===== src/inc/dcc_map.svh =====
/*
 Register offsets, field positions, reset values for the dual comparator control.
 Assumes inclusion by the package and the main design file only.
*/
`ifndef DCC_MAP_SVH
`define DCC_MAP_SVH

`define DCC_OFF_A_CTRL      12'h000
`define DCC_OFF_A_MODE      12'h004
`define DCC_OFF_A_MUX       12'h008
`define DCC_OFF_B_CTRL      12'h00C
`define DCC_OFF_B_MODE      12'h010
`define DCC_OFF_B_MUX       12'h014
`define DCC_OFF_IRQ_STAT    12'h018
`define DCC_OFF_IRQ_MASK    12'h01C

`define DCC_CTRL_ON_BIT     7
`define DCC_CTRL_OUT_BIT    6
`define DCC_CTRL_RISE_BIT   5
`define DCC_CTRL_FALL_BIT   4
`define DCC_CTRL_HYP_LSB    2
`define DCC_CTRL_HYN_LSB    0
`define DCC_MODE_RIE_BIT    5
`define DCC_MODE_FIE_BIT    4
`define DCC_MODE_MD_LSB     0
`define DCC_MUX_NEG_LSB     4
`define DCC_MUX_POS_LSB     0

`define DCC_CTRL_RESET      8'h00
`define DCC_MODE_RESET      8'h02
`define DCC_MUX_RESET       8'h00
`define DCC_SYNC_STAGES     2

`endif


===== src/inc/dcc_pkg.sv =====
/*
 Types for the dual comparator control block.
 Assumes dcc_map.svh lies on the include path.
*/
package dcc_pkg;
    `include "dcc_map.svh"

    typedef struct packed {
        logic [1:0] pos_hyst_sel;
        logic [1:0] neg_hyst_sel;
        logic [1:0] response_speed_sel;
        logic [1:0] pos_sel;
        logic [1:0] neg_sel;
        logic       power_on;
    } dcc_analog_cfg_s;

    typedef struct packed {
        logic [11:0] paddr;
        logic        psel;
        logic        penable;
        logic        pwrite;
        logic [31:0] pwdata;
    } dcc_apb_req_s;

    typedef struct packed {
        logic        pready;
        logic [31:0] prdata;
        logic        pslverr;
    } dcc_apb_rsp_s;

    typedef enum logic [1:0] {
        DCC_SPEED_FAST,
        DCC_SPEED_MID1,
        DCC_SPEED_MID2,
        DCC_SPEED_SLOW
    } dcc_speed_e;
endpackage : dcc_pkg


===== src/hdl/dcc_channel.sv =====
/*
 One comparator channel: synchroniser, edge flags, interrupt request, pin gating.
 Assumes cmp_raw comes straight from the analog comparator, unclocked.
*/
module dcc_channel
    import dcc_pkg::*;
(
    input  wire logic ref_clk,
    input  wire logic rst_n,
    input  wire logic cmp_raw,
    input  wire logic channel_on,
    input  wire logic rise_irq_on,
    input  wire logic fall_irq_on,
    input  wire logic clr_rise,
    input  wire logic clr_fall,
    output logic      raw_pin,
    output logic      sync_q,
    output logic      rise_flag_q,
    output logic      fall_flag_q,
    output logic      irq_req,
    output logic      rise_evt,
    output logic      fall_evt
);
    logic meta_q;
    logic prev_q;

    // Raw path bypasses the clock entirely
    assign raw_pin = cmp_raw & channel_on;

    always_ff @(posedge ref_clk) begin
        if (!rst_n) begin
            meta_q <= 1'b0;
            sync_q <= 1'b0;
        end else begin
            meta_q <= cmp_raw;
            sync_q <= meta_q;
        end
    end

    always_ff @(posedge ref_clk) begin
        if (!rst_n) prev_q <= 1'b0;
        else        prev_q <= sync_q;
    end

    assign rise_evt = sync_q & ~prev_q;
    assign fall_evt = ~sync_q & prev_q;

    // Hardware set wins over software clear
    always_ff @(posedge ref_clk) begin
        if (!rst_n) begin
            rise_flag_q <= 1'b0;
            fall_flag_q <= 1'b0;
        end else begin
            if (rise_evt)      rise_flag_q <= 1'b1;
            else if (clr_rise) rise_flag_q <= 1'b0;
            if (fall_evt)      fall_flag_q <= 1'b1;
            else if (clr_fall) fall_flag_q <= 1'b0;
        end
    end

    assign irq_req = (rise_flag_q & rise_irq_on) | (fall_flag_q & fall_irq_on);
endmodule : dcc_channel


===== src/hdl/dcc_top.sv =====
/*
 Dual comparator control: APB registers, two channels, interrupt and reset request.
 Assumes an APB master on ref_clk and analog comparators driving cmp_*_raw_in.
*/
// Summary of operation
// - Two identical channels; channel A requests reset
// - Raw unclocked result plus synchronised latched result
// - Two-bit positive and negative input selectors
// - Disabled channel: pin low, power off
// - Mode field selects response speed
// - Separate positive and negative hysteresis fields
// - Interrupt on rising, falling or both
// - Falling transition sets falling flag
// - Rising transition sets rising flag
// - Flags sticky until software writes zero
// - Read-only bit shows current result
// - Enable bit one on, zero off
// - Rise/fall interrupt enables at bits 5,4
// - Hysteresis code 00 off, 11 largest
// - Mode 00 fastest, 11 slowest
`include "dcc_map.svh"
module dcc_top
    import dcc_pkg::*;
(
    input  wire logic             ref_clk,
    input  wire logic             rst_n,
    input  wire logic [11:0]      paddr,
    input  wire logic             psel,
    input  wire logic             penable,
    input  wire logic             pwrite,
    input  wire logic [31:0]      pwdata,
    output logic                  pready,
    output logic [31:0]           prdata,
    output logic                  pslverr,
    input  wire logic             cmp_a_raw_in,
    input  wire logic             cmp_b_raw_in,
    output logic                  cmp_a_raw_out,
    output logic                  cmp_b_raw_out,
    output logic                  cmp_a_sync_out,
    output logic                  cmp_b_sync_out,
    output dcc_analog_cfg_s       cmp_a_cfg,
    output dcc_analog_cfg_s       cmp_b_cfg,
    output logic                  cmp_a_reset_req,
    output logic                  irq
);
    logic [7:0] a_ctrl_q, a_mode_q, a_mux_q;
    logic [7:0] b_ctrl_q, b_mode_q, b_mux_q;
    logic [3:0] irq_stat_q, irq_mask_q;
    logic       a_sync, b_sync, a_rf, a_ff, b_rf, b_ff;
    logic       a_irq, b_irq, a_rev, a_fev, b_rev, b_fev;
    logic       a_raw_pin, b_raw_pin;
    logic       wr, access, hit;
    logic [31:0] rdata_d;

    function automatic logic [31:0] word(input logic [7:0] v);
        word = {24'h00_0000, v};
    endfunction : word

    // Write-zero-to-clear for edge flags in a control register
    function automatic logic clr_by_zero(input logic we, input logic [31:0] d,
                                         input int bitpos);
        clr_by_zero = we & ~d[bitpos];
    endfunction : clr_by_zero

    function automatic dcc_analog_cfg_s mk_cfg(input logic [7:0] c, input logic [7:0] m,
                                               input logic [7:0] x);
        mk_cfg.pos_hyst_sel       = c[`DCC_CTRL_HYP_LSB +: 2];
        mk_cfg.neg_hyst_sel       = c[`DCC_CTRL_HYN_LSB +: 2];
        mk_cfg.response_speed_sel = m[`DCC_MODE_MD_LSB +: 2];
        mk_cfg.pos_sel            = x[`DCC_MUX_POS_LSB +: 2];
        mk_cfg.neg_sel            = x[`DCC_MUX_NEG_LSB +: 2];
        mk_cfg.power_on           = c[`DCC_CTRL_ON_BIT];
    endfunction : mk_cfg

    assign access = psel & penable;
    assign wr     = access & pwrite;

    logic wr_a_ctrl, wr_b_ctrl;
    assign wr_a_ctrl = wr & (paddr == `DCC_OFF_A_CTRL);
    assign wr_b_ctrl = wr & (paddr == `DCC_OFF_B_CTRL);

    dcc_channel u_ch_a (
        .ref_clk     (ref_clk),
        .rst_n       (rst_n),
        .cmp_raw     (cmp_a_raw_in),
        .channel_on  (a_ctrl_q[`DCC_CTRL_ON_BIT]),
        .rise_irq_on (a_mode_q[`DCC_MODE_RIE_BIT]),
        .fall_irq_on (a_mode_q[`DCC_MODE_FIE_BIT]),
        .clr_rise    (clr_by_zero(wr_a_ctrl, pwdata, `DCC_CTRL_RISE_BIT)),
        .clr_fall    (clr_by_zero(wr_a_ctrl, pwdata, `DCC_CTRL_FALL_BIT)),
        .raw_pin     (a_raw_pin),
        .sync_q      (a_sync),
        .rise_flag_q (a_rf),
        .fall_flag_q (a_ff),
        .irq_req     (a_irq),
        .rise_evt    (a_rev),
        .fall_evt    (a_fev)
    );

    dcc_channel u_ch_b (
        .ref_clk     (ref_clk),
        .rst_n       (rst_n),
        .cmp_raw     (cmp_b_raw_in),
        .channel_on  (b_ctrl_q[`DCC_CTRL_ON_BIT]),
        .rise_irq_on (b_mode_q[`DCC_MODE_RIE_BIT]),
        .fall_irq_on (b_mode_q[`DCC_MODE_FIE_BIT]),
        .clr_rise    (clr_by_zero(wr_b_ctrl, pwdata, `DCC_CTRL_RISE_BIT)),
        .clr_fall    (clr_by_zero(wr_b_ctrl, pwdata, `DCC_CTRL_FALL_BIT)),
        .raw_pin     (b_raw_pin),
        .sync_q      (b_sync),
        .rise_flag_q (b_rf),
        .fall_flag_q (b_ff),
        .irq_req     (b_irq),
        .rise_evt    (b_rev),
        .fall_evt    (b_fev)
    );

    // Raw result must pass even without clock, so not registered
    assign cmp_a_raw_out = a_raw_pin;
    assign cmp_b_raw_out = b_raw_pin;

    // Control, mode and input-select registers
    always_ff @(posedge ref_clk) begin
        if (!rst_n) begin
            a_ctrl_q <= `DCC_CTRL_RESET;
            b_ctrl_q <= `DCC_CTRL_RESET;
            a_mode_q <= `DCC_MODE_RESET;
            b_mode_q <= `DCC_MODE_RESET;
            a_mux_q  <= `DCC_MUX_RESET;
            b_mux_q  <= `DCC_MUX_RESET;
        end else if (wr) begin
            case (paddr)
                `DCC_OFF_A_CTRL: a_ctrl_q <= pwdata[7:0] & 8'h8F;
                `DCC_OFF_B_CTRL: b_ctrl_q <= pwdata[7:0] & 8'h8F;
                `DCC_OFF_A_MODE: a_mode_q <= pwdata[7:0] & 8'h33;
                `DCC_OFF_B_MODE: b_mode_q <= pwdata[7:0] & 8'h33;
                `DCC_OFF_A_MUX:  a_mux_q  <= pwdata[7:0] & 8'h33;
                `DCC_OFF_B_MUX:  b_mux_q  <= pwdata[7:0] & 8'h33;
                default: ;
            endcase
        end
    end

    // Sticky edge status, write one to clear, set wins
    logic [3:0] evt;
    assign evt = {b_fev, b_rev, a_fev, a_rev};

    always_ff @(posedge ref_clk) begin
        if (!rst_n) begin
            irq_stat_q <= 4'h0;
        end else if (wr && paddr == `DCC_OFF_IRQ_STAT) begin
            irq_stat_q <= evt | (irq_stat_q & ~pwdata[3:0]);
        end else begin
            irq_stat_q <= evt | irq_stat_q;
        end
    end

    always_ff @(posedge ref_clk) begin
        if (!rst_n)                                irq_mask_q <= 4'h0;
        else if (wr && paddr == `DCC_OFF_IRQ_MASK) irq_mask_q <= pwdata[3:0];
    end

    // Interrupt: per-edge enables plus the masked status
    always_ff @(posedge ref_clk) begin
        if (!rst_n) irq <= 1'b0;
        else        irq <= a_irq | b_irq | (|(irq_stat_q & irq_mask_q));
    end

    always_ff @(posedge ref_clk) begin
        if (!rst_n) begin
            cmp_a_sync_out  <= 1'b0;
            cmp_b_sync_out  <= 1'b0;
            cmp_a_reset_req <= 1'b0;
            cmp_a_cfg       <= '0;
            cmp_b_cfg       <= '0;
        end else begin
            cmp_a_sync_out  <= a_sync & a_ctrl_q[`DCC_CTRL_ON_BIT];
            cmp_b_sync_out  <= b_sync & b_ctrl_q[`DCC_CTRL_ON_BIT];
            cmp_a_reset_req <= a_ctrl_q[`DCC_CTRL_ON_BIT] & ~a_sync;
            cmp_a_cfg       <= mk_cfg(a_ctrl_q, a_mode_q, a_mux_q);
            cmp_b_cfg       <= mk_cfg(b_ctrl_q, b_mode_q, b_mux_q);
        end
    end

    // Read decode; output bit shows the current synchronised result
    always_comb begin
        hit     = 1'b1;
        rdata_d = 32'h0000_0000;
        case (paddr)
            `DCC_OFF_A_CTRL: rdata_d = word({a_ctrl_q[7], a_sync, a_rf, a_ff,
                                             a_ctrl_q[3:0]});
            `DCC_OFF_B_CTRL: rdata_d = word({b_ctrl_q[7], b_sync, b_rf, b_ff,
                                             b_ctrl_q[3:0]});
            `DCC_OFF_A_MODE: rdata_d = word(a_mode_q);
            `DCC_OFF_B_MODE: rdata_d = word(b_mode_q);
            `DCC_OFF_A_MUX:  rdata_d = word(a_mux_q);
            `DCC_OFF_B_MUX:  rdata_d = word(b_mux_q);
            `DCC_OFF_IRQ_STAT: rdata_d = {28'h000_0000, irq_stat_q};
            `DCC_OFF_IRQ_MASK: rdata_d = {28'h000_0000, irq_mask_q};
            default:         hit = 1'b0;
        endcase
    end

    // No wait state: ready in the first access cycle
    always_ff @(posedge ref_clk) begin
        if (!rst_n) begin
            pready  <= 1'b0;
            prdata  <= 32'h0000_0000;
            pslverr <= 1'b0;
        end else begin
            pready  <= psel & ~penable;
            prdata  <= (psel & ~penable & ~pwrite) ? rdata_d : 32'h0000_0000;
            pslverr <= psel & ~penable & ~hit;
        end
    end
endmodule : dcc_top


===== config.mk =====
export PLATFORM = sky130hd
export DESIGN_NAME = dcc_top
export DESIGN_NICKNAME = d
export VERILOG_FILES = /design/src/inc/dcc_pkg.sv /design/src/hdl/dcc_channel.sv /design/src/hdl/dcc_top.sv
export VERILOG_INCLUDE_DIRS = /design/src /design/src/inc
export SDC_FILE = /design/constraint.sdc
export NUM_CORES = 1
export LEC_CHECK = 0
export BUFFER_PORTS_ARGS = -buffer_cell sky130_fd_sc_hd__buf_2
export CAP_MARGIN = 20
export CORE_MARGIN = 3
export CORE_UTILIZATION = 40
export CTS_CLUSTER_DIAMETER = 150
export CTS_CLUSTER_SIZE = 30
export DETAILED_ROUTE_END_ITERATION = 10
export PLACE_DENSITY = 0.69
export SYNTH_ARGS = -nofsm -noshare
export SYNTH_HDL_FRONTEND = slang
export SYNTH_SLANG_ARGS = --single-unit

===== constraint.sdc =====
create_clock -name ref_clk -period 1.45 [get_ports ref_clk]
set_clock_uncertainty 0.05 [all_clocks]
set_input_delay 0.29 -clock ref_clk [delete_from_list [all_inputs] [get_ports ref_clk]]
set_output_delay 0.29 -clock ref_clk [all_outputs]
set_load 0.03 [all_outputs]

### After elaboration in Yosys (flattened, before gate mapping)

Cells that the tools add are included.
W data, S select, Z words.

* eq/ne operators: 7
* multiplexer cells: 11
* bitwise logic cells: 42
* reduce and logical (&&, ||, !) cells: 16

Operators with widths (number)
* $pmux W8 S8: 1
* $eq A12 B5 Y1 const B: 4
* $and A1 B1 Y1: 24
* $eq A12 B4 Y1 const B: 2
* $reduce_and A2 Y1: 7
* $eq A12 B3 Y1 const B: 1
* $logic_not A12 Y1: 1
* $mux W1: 9
* $not A1 Y1: 9
* $and A4 B4 Y4: 2
* $or A4 B4 Y4: 2
* $reduce_bool A2 Y1: 4
* $reduce_or A8 Y1: 1
* $mux W4: 1
* $not A4 Y4: 1
* $or A1 B1 Y1: 4
* $reduce_or A4 Y1: 1
* $logic_and A1 B1 Y1: 2

* flip-flop bits (word level): 104
* bits of input ports: 51
* output and inout bits: 62
* word-level logic and storage cells: 113

### Logic depth before layout (Yosys ltp)

Gate-level depths: netlist of run 1.

* depth after elaboration: 6
* mapped depth: 6
* mapped depth without buffers: 4

### Modules after synthesis

A second synthesis of run 1 with hierarchy kept.

* cells, all modules: 328
* area total of the unflattened synthesis: 3275.6 µm²

By module, submodules not included
* dcc_top: times used 1, cells an instance 296, area each 2912.8 µm²
* dcc_channel: times used 2, cells an instance 16, area each 181.4 µm²

### Least setup slack after synthesis of run 1

OpenSTA, ideal clock, no wires.

* path kind: input -> register
* from: input paddr[5]
* to: register prdata[4]
* library setup time: 86 ps
* data arrival time: 1446 ps
* slack: -131 ps
* cell stages on the path: 4
* path buffers: 1
* path through: or3_1 -> or4_1 -> buf_2 -> a211oi_1

* cells in the longest elaborated chain, start to end: 2
* elaborated cells between the ends (all ways): 9

Ends and longest elaborated chain
* start, declared: line dcc_top.sv:27 `input wire logic [11:0] paddr,`
* $eq A12 B5 Y1 (tied with other cells): line dcc_top.sv:189 `case (paddr)`
* $pmux W8 S8 (*): line dcc_top.sv:189
* end signal, assigned: line dcc_top.sv:212 `prdata <= (psel & ~penable & ~pwrite) ? rdata_d : 32'h0000_0000;`
* end, declared: line dcc_top.sv:33 `output logic [31:0] prdata,`

Every way passes the cells marked *; elsewhere a longest branch is shown, timed or not.
A chain may end at the register's enable or synchronous reset.

### Worst setup path in the final report of run 1

Same ends and word-level chain as after synthesis.

==> run_summary.xml, run 1 <==
<?xml version="1.0" encoding="UTF-8"?>
<metrics>
  <group name="status">
    <metric name="outcome" unit="">completed</metric>
  </group>
  <group name="routing">
    <metric name="routed-wl-met3" unit="um">390</metric>
    <metric name="antenna_violating_nets_post_route" unit="">0</metric>
    <metric name="met1Wirelength" unit="mm">3.27</metric>
    <metric name="routed_vias_inst" unit="">4.72</metric>
    <metric name="drt-initial-drc-count" unit="">146</metric>
    <metric name="drcViolationCount" unit="">0</metric>
    <metric name="routedWlPerCell" unit="um">13.8</metric>
    <metric name="wl" unit="mm">7.30</metric>
    <metric name="firstDrtPassIters" unit="">4</metric>
    <metric name="detailroute.wirelength.met2" unit="mm">3.48</metric>
    <metric name="top_layer_used" unit="">met4</metric>
    <metric name="routed-via-count" unit="">2503</metric>
  </group>
  <group name="clock_tree">
    <metric name="tritoncts_clock_tree" unit="">done</metric>
    <metric name="cts_buffers" unit="">9</metric>
    <metric name="clock_sinks" unit="">80</metric>
    <metric name="clkLatencyLatePin" unit="ns">0.35</metric>
    <metric name="h_tree_levels" unit="">3</metric>
    <metric name="clock_path_buffers" unit="">2</metric>
    <metric name="clock_transition_at_the_registers_of_the_reported_paths" unit="ns">0.08</metric>
    <metric name="cts_setup_buffers" unit="">0</metric>
    <metric name="cts_hold_buffers" unit="">0</metric>
    <metric name="cts.root.buffer_cell" unit="">clkbuf_8</metric>
  </group>
  <group name="synthesis">
    <metric name="synth.lib_cells_used.distinct" unit="">36</metric>
    <metric name="yosysSeqAreaShare" unit="%">50.8</metric>
    <metric name="syn_area_cell" unit="um2">9.43</metric>
    <metric name="synth_area_leader_cell" unit="">dfxtp_1</metric>
    <metric name="syn_std_cell_area" unit="um2">3150</metric>
    <metric name="synthCells" unit="">334</metric>
    <metric name="ys_ff_latch" unit="">80</metric>
    <metric name="dominant_cells_by_area_after_synthesis" unit="">dfxtp_1 (51%), mux2i_1 (13%), buf_4 (5.7%), nand2_1 (4.5%), inv_1 (3.2%)</metric>
    <metric name="yosys_warnings" unit="">0</metric>
    <metric name="synth_top_area_share" unit="%">50.8</metric>
  </group>
  <group name="setup_path">
    <metric name="cp.arrival" unit="ns">1.63</metric>
    <metric name="crit_fanout" unit="">8</metric>
    <metric name="worst-r2r-cell-count" unit="">3</metric>
    <metric name="criticalPathCategory" unit="">input port to register</metric>
    <metric name="crit_path_end_kind" unit="">register</metric>
    <metric name="cp-start-kind" unit="">input port</metric>
    <metric name="cp.required" unit="ns">1.68</metric>
  </group>
  <group name="pwr">
    <metric name="cellPowerDensity" unit="nW/um2">1060</metric>
    <metric name="power.clock.fraction" unit="%">39.4</metric>
    <metric name="switching_power" unit="mW">1.07</metric>
    <metric name="power_report.internal_total" unit="mW">3.18</metric>
    <metric name="combinationalPowerShare" unit="%">8.2</metric>
    <metric name="leakage" unit="nW">2.00</metric>
    <metric name="power.share.switching" unit="%">25.2</metric>
    <metric name="seqPwrFrac" unit="%">52.5</metric>
    <metric name="vdd_drop_max" unit="mV">0.546</metric>
  </group>
  <group name="floorplanning">
    <metric name="die_height" unit="um">94.8</metric>
    <metric name="rows" unit="">31</metric>
    <metric name="top_level_ports" unit="">113</metric>
    <metric name="fp.dieW" unit="um">94.8</metric>
    <metric name="starting_density" unit="%">42.3</metric>
    <metric name="die_area" unit="um2">8980</metric>
    <metric name="fp.coreArea" unit="um2">7450</metric>
  </group>
  <group name="timing">
    <metric name="finalMaxSlewViolations" unit="">0</metric>
    <metric name="final_setup_violating_endpoints" unit="">0</metric>
    <metric name="hold_slack" unit="ns">0.101</metric>
    <metric name="timing_hold_violations_final" unit="">0</metric>
    <metric name="max_clock_freq" unit="MHz">711</metric>
    <metric name="grt_setup_unrepaired" unit="">true</metric>
    <metric name="min_period" unit="ns">1.41</metric>
    <metric name="finalCritPeriodShare" unit="%">97.0</metric>
  </group>
  <group name="finish">
    <metric name="mostFrequentLayoutCells" unit="">dfxtp_1 (78), buf_2 (61), mux2i_1 (40)</metric>
    <metric name="layout_commonest_cell" unit="">dfxtp_1</metric>
    <metric name="finalNonFillerCells" unit="">530</metric>
    <metric name="areaGrowthSynthToFinish" unit="%">26.8</metric>
    <metric name="layout-drive-gt1-share" unit="%">30.4</metric>
    <metric name="insertedDiodeCount" unit="">0</metric>
    <metric name="finalNetCount" unit="">477</metric>
  </group>
  <group name="flow_run">
    <metric name="maxCapViolations" unit="">0</metric>
  </group>
  <group name="global_route">
    <metric name="grt_first_pass_wirelength" unit="mm">11.7</metric>
    <metric name="antenna_found_initial" unit="">0</metric>
    <metric name="gr-total-overflow" unit="">0</metric>
    <metric name="grt_use_total" unit="%">17.2</metric>
    <metric name="number_of_global_route_vias_before_repair" unit="">2428</metric>
    <metric name="maximum_number_of_pins_on_one_net_before_global_route_repair" unit="">42</metric>
  </group>
  <group name="min_path">
    <metric name="hold-path-cell-count" unit="">2</metric>
    <metric name="hold_path_class" unit="">input port to register</metric>
  </group>
  <group name="placed_design">
    <metric name="io_buffer_count" unit="">63</metric>
    <metric name="weighted_congestion_reported_at_the_end_of_routability_driven_placement" unit="">0.859</metric>
    <metric name="dp_hpwl" unit="mm">5.42</metric>
    <metric name="place.detailed.instances" unit="">514</metric>
  </group>
</metrics>
[final timing paths]
path / slack, ns / start / endpoint
min reg2reg: 0.39 / u_ch_b.meta_q / u_ch_b.sync_q
max reg2reg: 0.33 / u_ch_b.sync_q / irq_stat_q[2]
min: 0.10 / cmp_b_raw_in / u_ch_b.meta_q
max: 0.04 / paddr[5] / prdata[4]
[state kept, by name, summed over array words and instances, names as in the netlist, 4 cells and up]
name,flops
a_mux_q,4
cmp_a_cfg,11
a_mode_q,4
b_mux_q,4
b_ctrl_q,5
a_ctrl_q,5
irq_stat_q,4
b_mode_q,4
cmp_b_cfg,11
irq_mask_q,4
prdata,8
[area by class of cell]
class                           count  area, um2
Clock buffer                       10        138
Clock inverter                      6       67.6
Fill cell                         709       3450
Inverter                           27        101
Multi-Input combinational cell    208       1330
Sequential cell                    80       1600
Tap cell                           99        124
Timing Repair Buffer              100        631
[timing repair]
action	CTS	global route
resized for setup	2	8
endpoints found under the setup margin	8	16
pin swaps	0	1
[power by group through the flow]
| stage | combinational [mW] | sequential [mW] | clock (mW) |
|---|---|---|---|
| floorplan | 0.250 | 2.29 | 0 |
| global placement | 0.332 | 2.28 | 0 |
| detailed placement | 0.337 | 2.28 | 0 |
| CTS | 0.339 | 2.23 | 1.70 |
| global route | 0.377 | 2.23 | 1.79 |
| finish | 0.347 | 2.23 | 1.67 |
[synth_stat cells (all sizes together)]
cell type   n
a31oi       1
buf        32
and3        3
clkbuf     10
a21oi       8
a41oi       5
and2b       1
nand2      39
nand3       2
nor2b       5
nand2b      4
nor2       23
o21ai      10
nor4b       1
nand3b      1
a211oi      4
nor3        3
dfxtp      80
nand4       2
or3         3
o22a        2
conb        1
or4         1
mux2i      40
a32oi       2
nor4        1
inv        27
o211ai      2
o2bb2ai     2
a22oi       8
and2       11
[metrics by stage]
step	TNS, ns	power [mW]	setup slack (ns)	instance area, um2	utilization [%]
after floorplan	-1.81	2.54	-0.131	3280	-
after detailed placement	-11.07	2.62	-0.384	3750	50.3
final	0	4.25	0.0433	3990	53.6
after global routing	-0.521	4.40	-0.0813	3990	53.6
after global placement	-10.27	2.62	-0.374	3750	50.3
after CTS	0	4.27	0.0198	3960	53.2
[critical path, stage by stage]
cell and delay (ns):
buf_2 0.10, or3_1 0.40, or4_1 0.50, buf_4 0.19, a211oi_2 0.15
[logic make-up (layout without fill, tap and decap cells)]
group                  after synthesis  in the layout  synth area share (%)
DFF                                 80             80                  50.8
muxes                               40             40                  12.7
buffers and inverters               69            143                  11.3
AOI/OAI and AO/OA                   44             44                  9.45
and+or+nand+nor                    100            100                  15.6
other                                1             24                 0.119
[routing by layer]
layer  GRT usage, %  up-vias
met5              0        -
met4           8.05        0
met3           3.59       13
met2           27.7       81
met1           22.0     1155
li1               -     1254
No activity file was read; power rests on OpenSTA's default activity.
==> run 2: changes to the inputs <==
--- a/config.mk
+++ b/config.mk
@@ -6,6 +6,7 @@
 export SDC_FILE = /design/constraint.sdc
 export NUM_CORES = 1
 export LEC_CHECK = 0
+export ABC_AREA = 1
 export BUFFER_PORTS_ARGS = -buffer_cell sky130_fd_sc_hd__buf_2
 export CAP_MARGIN = 20
 export CORE_MARGIN = 3
@@ -13,7 +14,8 @@
 export CTS_CLUSTER_DIAMETER = 150
 export CTS_CLUSTER_SIZE = 30
 export DETAILED_ROUTE_END_ITERATION = 10
-export PLACE_DENSITY = 0.69
+export PLACE_DENSITY = 0.68
 export SYNTH_ARGS = -nofsm -noshare
 export SYNTH_HDL_FRONTEND = slang
 export SYNTH_SLANG_ARGS = --single-unit
+export TNS_END_PERCENT = 1
==> run 2 against run 1 <==
Largest cell class unchanged. Sequential share of layout area shrank 1.2 points. Die area grew 6.3%. Non-clock buffer count down 4. Highest routed layer unchanged. Final cell count increased by 24%. Synthesized cell count up 37%. Setup slack improved by 0.061 ns. Combinational power shrank 14%.
==> run_summary.xml, run 2 <==
<?xml version="1.0" encoding="UTF-8"?>
<metrics>
  <group name="status">
    <metric name="outcome" unit="">completed</metric>
  </group>
  <group name="clock_tree">
    <metric name="h_tree_levels" unit="">3</metric>
    <metric name="clock_sinks" unit="">80</metric>
    <metric name="cts.root.buffer_cell" unit="">clkbuf_8</metric>
    <metric name="clock_transition_at_the_registers_of_the_reported_paths" unit="ns">0.09</metric>
    <metric name="clkLatencyLatePin" unit="ns">0.36</metric>
    <metric name="cts_buffers" unit="">9</metric>
    <metric name="tritoncts_clock_tree" unit="">done</metric>
    <metric name="clock_path_buffers" unit="">2</metric>
  </group>
  <group name="synthesis">
    <metric name="synth-simple-area-share" unit="%">23.0</metric>
    <metric name="synth_area_in_compound_gates" unit="%">12.2</metric>
    <metric name="yosysSeqAreaShare" unit="%">47.6</metric>
    <metric name="post_synth_most_frequent_cells" unit="">nand2_1 (89), inv_1 (86), dfxtp_1 (80)</metric>
    <metric name="post_synth_fa_ha_maj_area_fraction" unit="%">0</metric>
    <metric name="synth_area_leader_cell" unit="">dfxtp_1</metric>
    <metric name="number_of_enable_type_register_cells_in_the_synthesized_netlist" unit="">0</metric>
    <metric name="synth-async-reset-ratio" unit="%">0</metric>
    <metric name="synthMuxAreaShare" unit="%">0</metric>
    <metric name="synth_flop_cell" unit="">dfxtp_1</metric>
    <metric name="yosys_warnings" unit="">0</metric>
    <metric name="main_combinational_cell_family_by_area_after_synthesis" unit="">simple AND/OR/NAND/NOR gates</metric>
    <metric name="synth.lib_cells_used.distinct" unit="">28</metric>
    <metric name="synthCells" unit="">457</metric>
    <metric name="dominant_cells_by_area_after_synthesis" unit="">dfxtp_1 (48%), nand2_1 (9.9%), inv_1 (9.6%), buf_4 (5.6%), a21oi_1 (5.1%)</metric>
    <metric name="synth_xor_xnor_area_share" unit="%">0</metric>
    <metric name="syn_std_cell_area" unit="um2">3360</metric>
    <metric name="synth_top_area_share" unit="%">47.6</metric>
    <metric name="syn_area_cell" unit="um2">7.36</metric>
    <metric name="ys_ff_latch" unit="">80</metric>
    <metric name="synth_most_common_cell" unit="">nand2_1</metric>
  </group>
  <group name="setup_path">
    <metric name="criticalPathCategory" unit="">register to output pin</metric>
    <metric name="cp-start-kind" unit="">register</metric>
    <metric name="cp_cell_sequence" unit="">nand2_1 &gt; inv_1 &gt; buf_2</metric>
    <metric name="critical_path.max_stage_delay" unit="ns">0.36</metric>
    <metric name="cp.arrival" unit="ns">1.01</metric>
    <metric name="cp.required" unit="ns">1.11</metric>
    <metric name="crit_fanout" unit="">3</metric>
    <metric name="crit_path_end_kind" unit="">output pin</metric>
    <metric name="timing.critical_path.slowest_stage_cell" unit="">dfxtp_1</metric>
  </group>
  <group name="finish">
    <metric name="layout_commonest_cell" unit="">nand2_1</metric>
    <metric name="mostFrequentLayoutCells" unit="">nand2_1 (88), inv_1 (86), dfxtp_1 (79)</metric>
    <metric name="finish.utilization" unit="%">51.8</metric>
    <metric name="layout-drive-gt1-share" unit="%">23.7</metric>
    <metric name="final_area" unit="um2">4110</metric>
    <metric name="insertedDiodeCount" unit="">0</metric>
    <metric name="reg_top3" unit="">cmp_a_cfg (11), cmp_b_cfg (11), prdata (8)</metric>
    <metric name="areaGrowthSynthToFinish" unit="%">22.2</metric>
    <metric name="finalNetCount" unit="">603</metric>
  </group>
  <group name="flow_run">
    <metric name="maxCapViolations" unit="">0</metric>
  </group>
  <group name="timing">
    <metric name="finalCritPeriodShare" unit="%">92.8</metric>
    <metric name="timing_hold_violations_final" unit="">0</metric>
    <metric name="final_setup_violating_endpoints" unit="">0</metric>
    <metric name="finalMaxSlewViolations" unit="">0</metric>
    <metric name="min_period" unit="ns">1.35</metric>
    <metric name="grt_setup_unrepaired" unit="">true</metric>
    <metric name="max_clock_freq" unit="MHz">743</metric>
    <metric name="sum_of_negative_setup_slack" unit="ns">0</metric>
    <metric name="setup_ws_final" unit="ns">0.104</metric>
  </group>
  <group name="pwr">
    <metric name="cellPowerDensity" unit="nW/um2">979</metric>
    <metric name="p_total" unit="mW">4.02</metric>
    <metric name="vdd_drop_max" unit="mV">0.352</metric>
    <metric name="leakage" unit="nW">2.13</metric>
  </group>
  <group name="routing">
    <metric name="routed_vias_inst" unit="">4.51</metric>
    <metric name="firstDrtPassIters" unit="">4</metric>
    <metric name="routedWlPerCell" unit="um">11.3</metric>
    <metric name="antenna_violating_nets_post_route" unit="">0</metric>
    <metric name="drcViolationCount" unit="">0</metric>
    <metric name="routed-via-count" unit="">2973</metric>
    <metric name="wl" unit="mm">7.46</metric>
    <metric name="drt-initial-drc-count" unit="">134</metric>
  </group>
  <group name="global_route">
    <metric name="global_route.usage.met2" unit="%">25.6</metric>
    <metric name="gr-total-overflow" unit="">0</metric>
    <metric name="grt_use_total" unit="%">16.4</metric>
    <metric name="grt_first_pass_wirelength" unit="mm">12.5</metric>
    <metric name="globalRoute.busiestLayer" unit="">met2</metric>
    <metric name="antenna_found_initial" unit="">0</metric>
    <metric name="gr-usage-met1" unit="%">21.2</metric>
    <metric name="globalRouteMet3Util" unit="%">3.80</metric>
    <metric name="maximum_number_of_pins_on_one_net_before_global_route_repair" unit="">59</metric>
    <metric name="number_of_global_route_vias_before_repair" unit="">2693</metric>
  </group>
  <group name="floorplanning">
    <metric name="starting_density" unit="%">42.4</metric>
    <metric name="top_level_ports" unit="">113</metric>
    <metric name="die_area" unit="um2">9540</metric>
    <metric name="fp.dieW" unit="um">97.7</metric>
    <metric name="rows" unit="">32</metric>
    <metric name="fp.coreArea" unit="um2">7930</metric>
    <metric name="die_height" unit="um">97.7</metric>
  </group>
  <group name="placed_design">
    <metric name="io_buffer_count" unit="">63</metric>
    <metric name="placed_cell_area" unit="um2">3920</metric>
    <metric name="detailedPlace.worstSlack" unit="ns">-0.257</metric>
    <metric name="weighted_congestion_reported_at_the_end_of_routability_driven_placement" unit="">0.898</metric>
    <metric name="dp_hpwl" unit="mm">5.69</metric>
  </group>
  <group name="min_path">
    <metric name="hold_path_class" unit="">input port to register</metric>
  </group>
</metrics>
## run 2: cell count changes after synthesis, sizes merged, moves of 4 or more
cell	change
a41oi	-5
nand2	+55
o21ai	+27
nor2b	-5
nand3	+31
mux2i	-40
nand2b	-4
nor2	+20
inv	+61
buf	-4
a211oi	-4
a22oi	-8
and2	-11
a21oi	+26
## run 2: report_power, final
part | internal (mW) | switching (mW) | total [mW]
Sequential | 2.22 | 0.0103 | 2.23
Combinational | 0.0812 | 0.216 | 0.297
Clock | 0.635 | 0.863 | 1.50
Total | 2.93 | 1.09 | 4.02
## run 2: path summary, 6_finish.rpt
kind	startpoint	cells after the start	slack [ns]	endpoint
setup / recovery	b_ctrl_q[7]	3	0.10	cmp_b_raw_out
hold reg to reg	u_ch_a.meta_q	2	0.37	u_ch_a.sync_q
hold / removal	penable	2	0.06	pready
setup reg to reg	b_mode_q[5]	4	0.38	irq
## run 2: through the flow
stage / cells / hold slack, ns
after CTS: 659 / 0.0378
final: 659 / 0.0587
after global routing: 659 / 0.0488
after global placement: 643 / 0.344
after detailed placement: 643 / 0.353
after floorplan: 480 / 0.317
## run 2: timing repair
action,4_1_cts,5_1_grt
hold buffers,0,0
endpoints found under the setup margin,0,9
resized for setup,0,3
buffers inserted,0,0
## run 2: cell families (layout without fill, tap and decap cells)
group / Yosys count / in the layout
flip-flops: 80 / 80
AND/OR/NAND/NOR: 175 / 175
AO/OA/AOI/OAI: 78 / 78
buffers and inverters: 123 / 200
other: 1 / 24
## run 2: area by class of cell
class | instances | area [um2]
fillers | 809 | 3820
flip-flops and latches | 80 | 1600
multi-input cells | 277 | 1280
inverters | 88 | 330
well taps | 102 | 128
repair buffers | 96 | 588
clock inverters | 7 | 56.3
clock buffers | 9 | 124
## run 2: critical path: cells and delay by family (launching register included)
family,cells,cell delay (ns)
flops,1,0.36
buf+inv,2,0.22
simple gates,1,0.06
## run 2: per-layer routing
layer / share of wire (%) / wire [um]
met5: 0 / 0
met4: 1.8 / 137
met3: 7.0 / 519
met2: 45 / 3360
met1: 46 / 3440
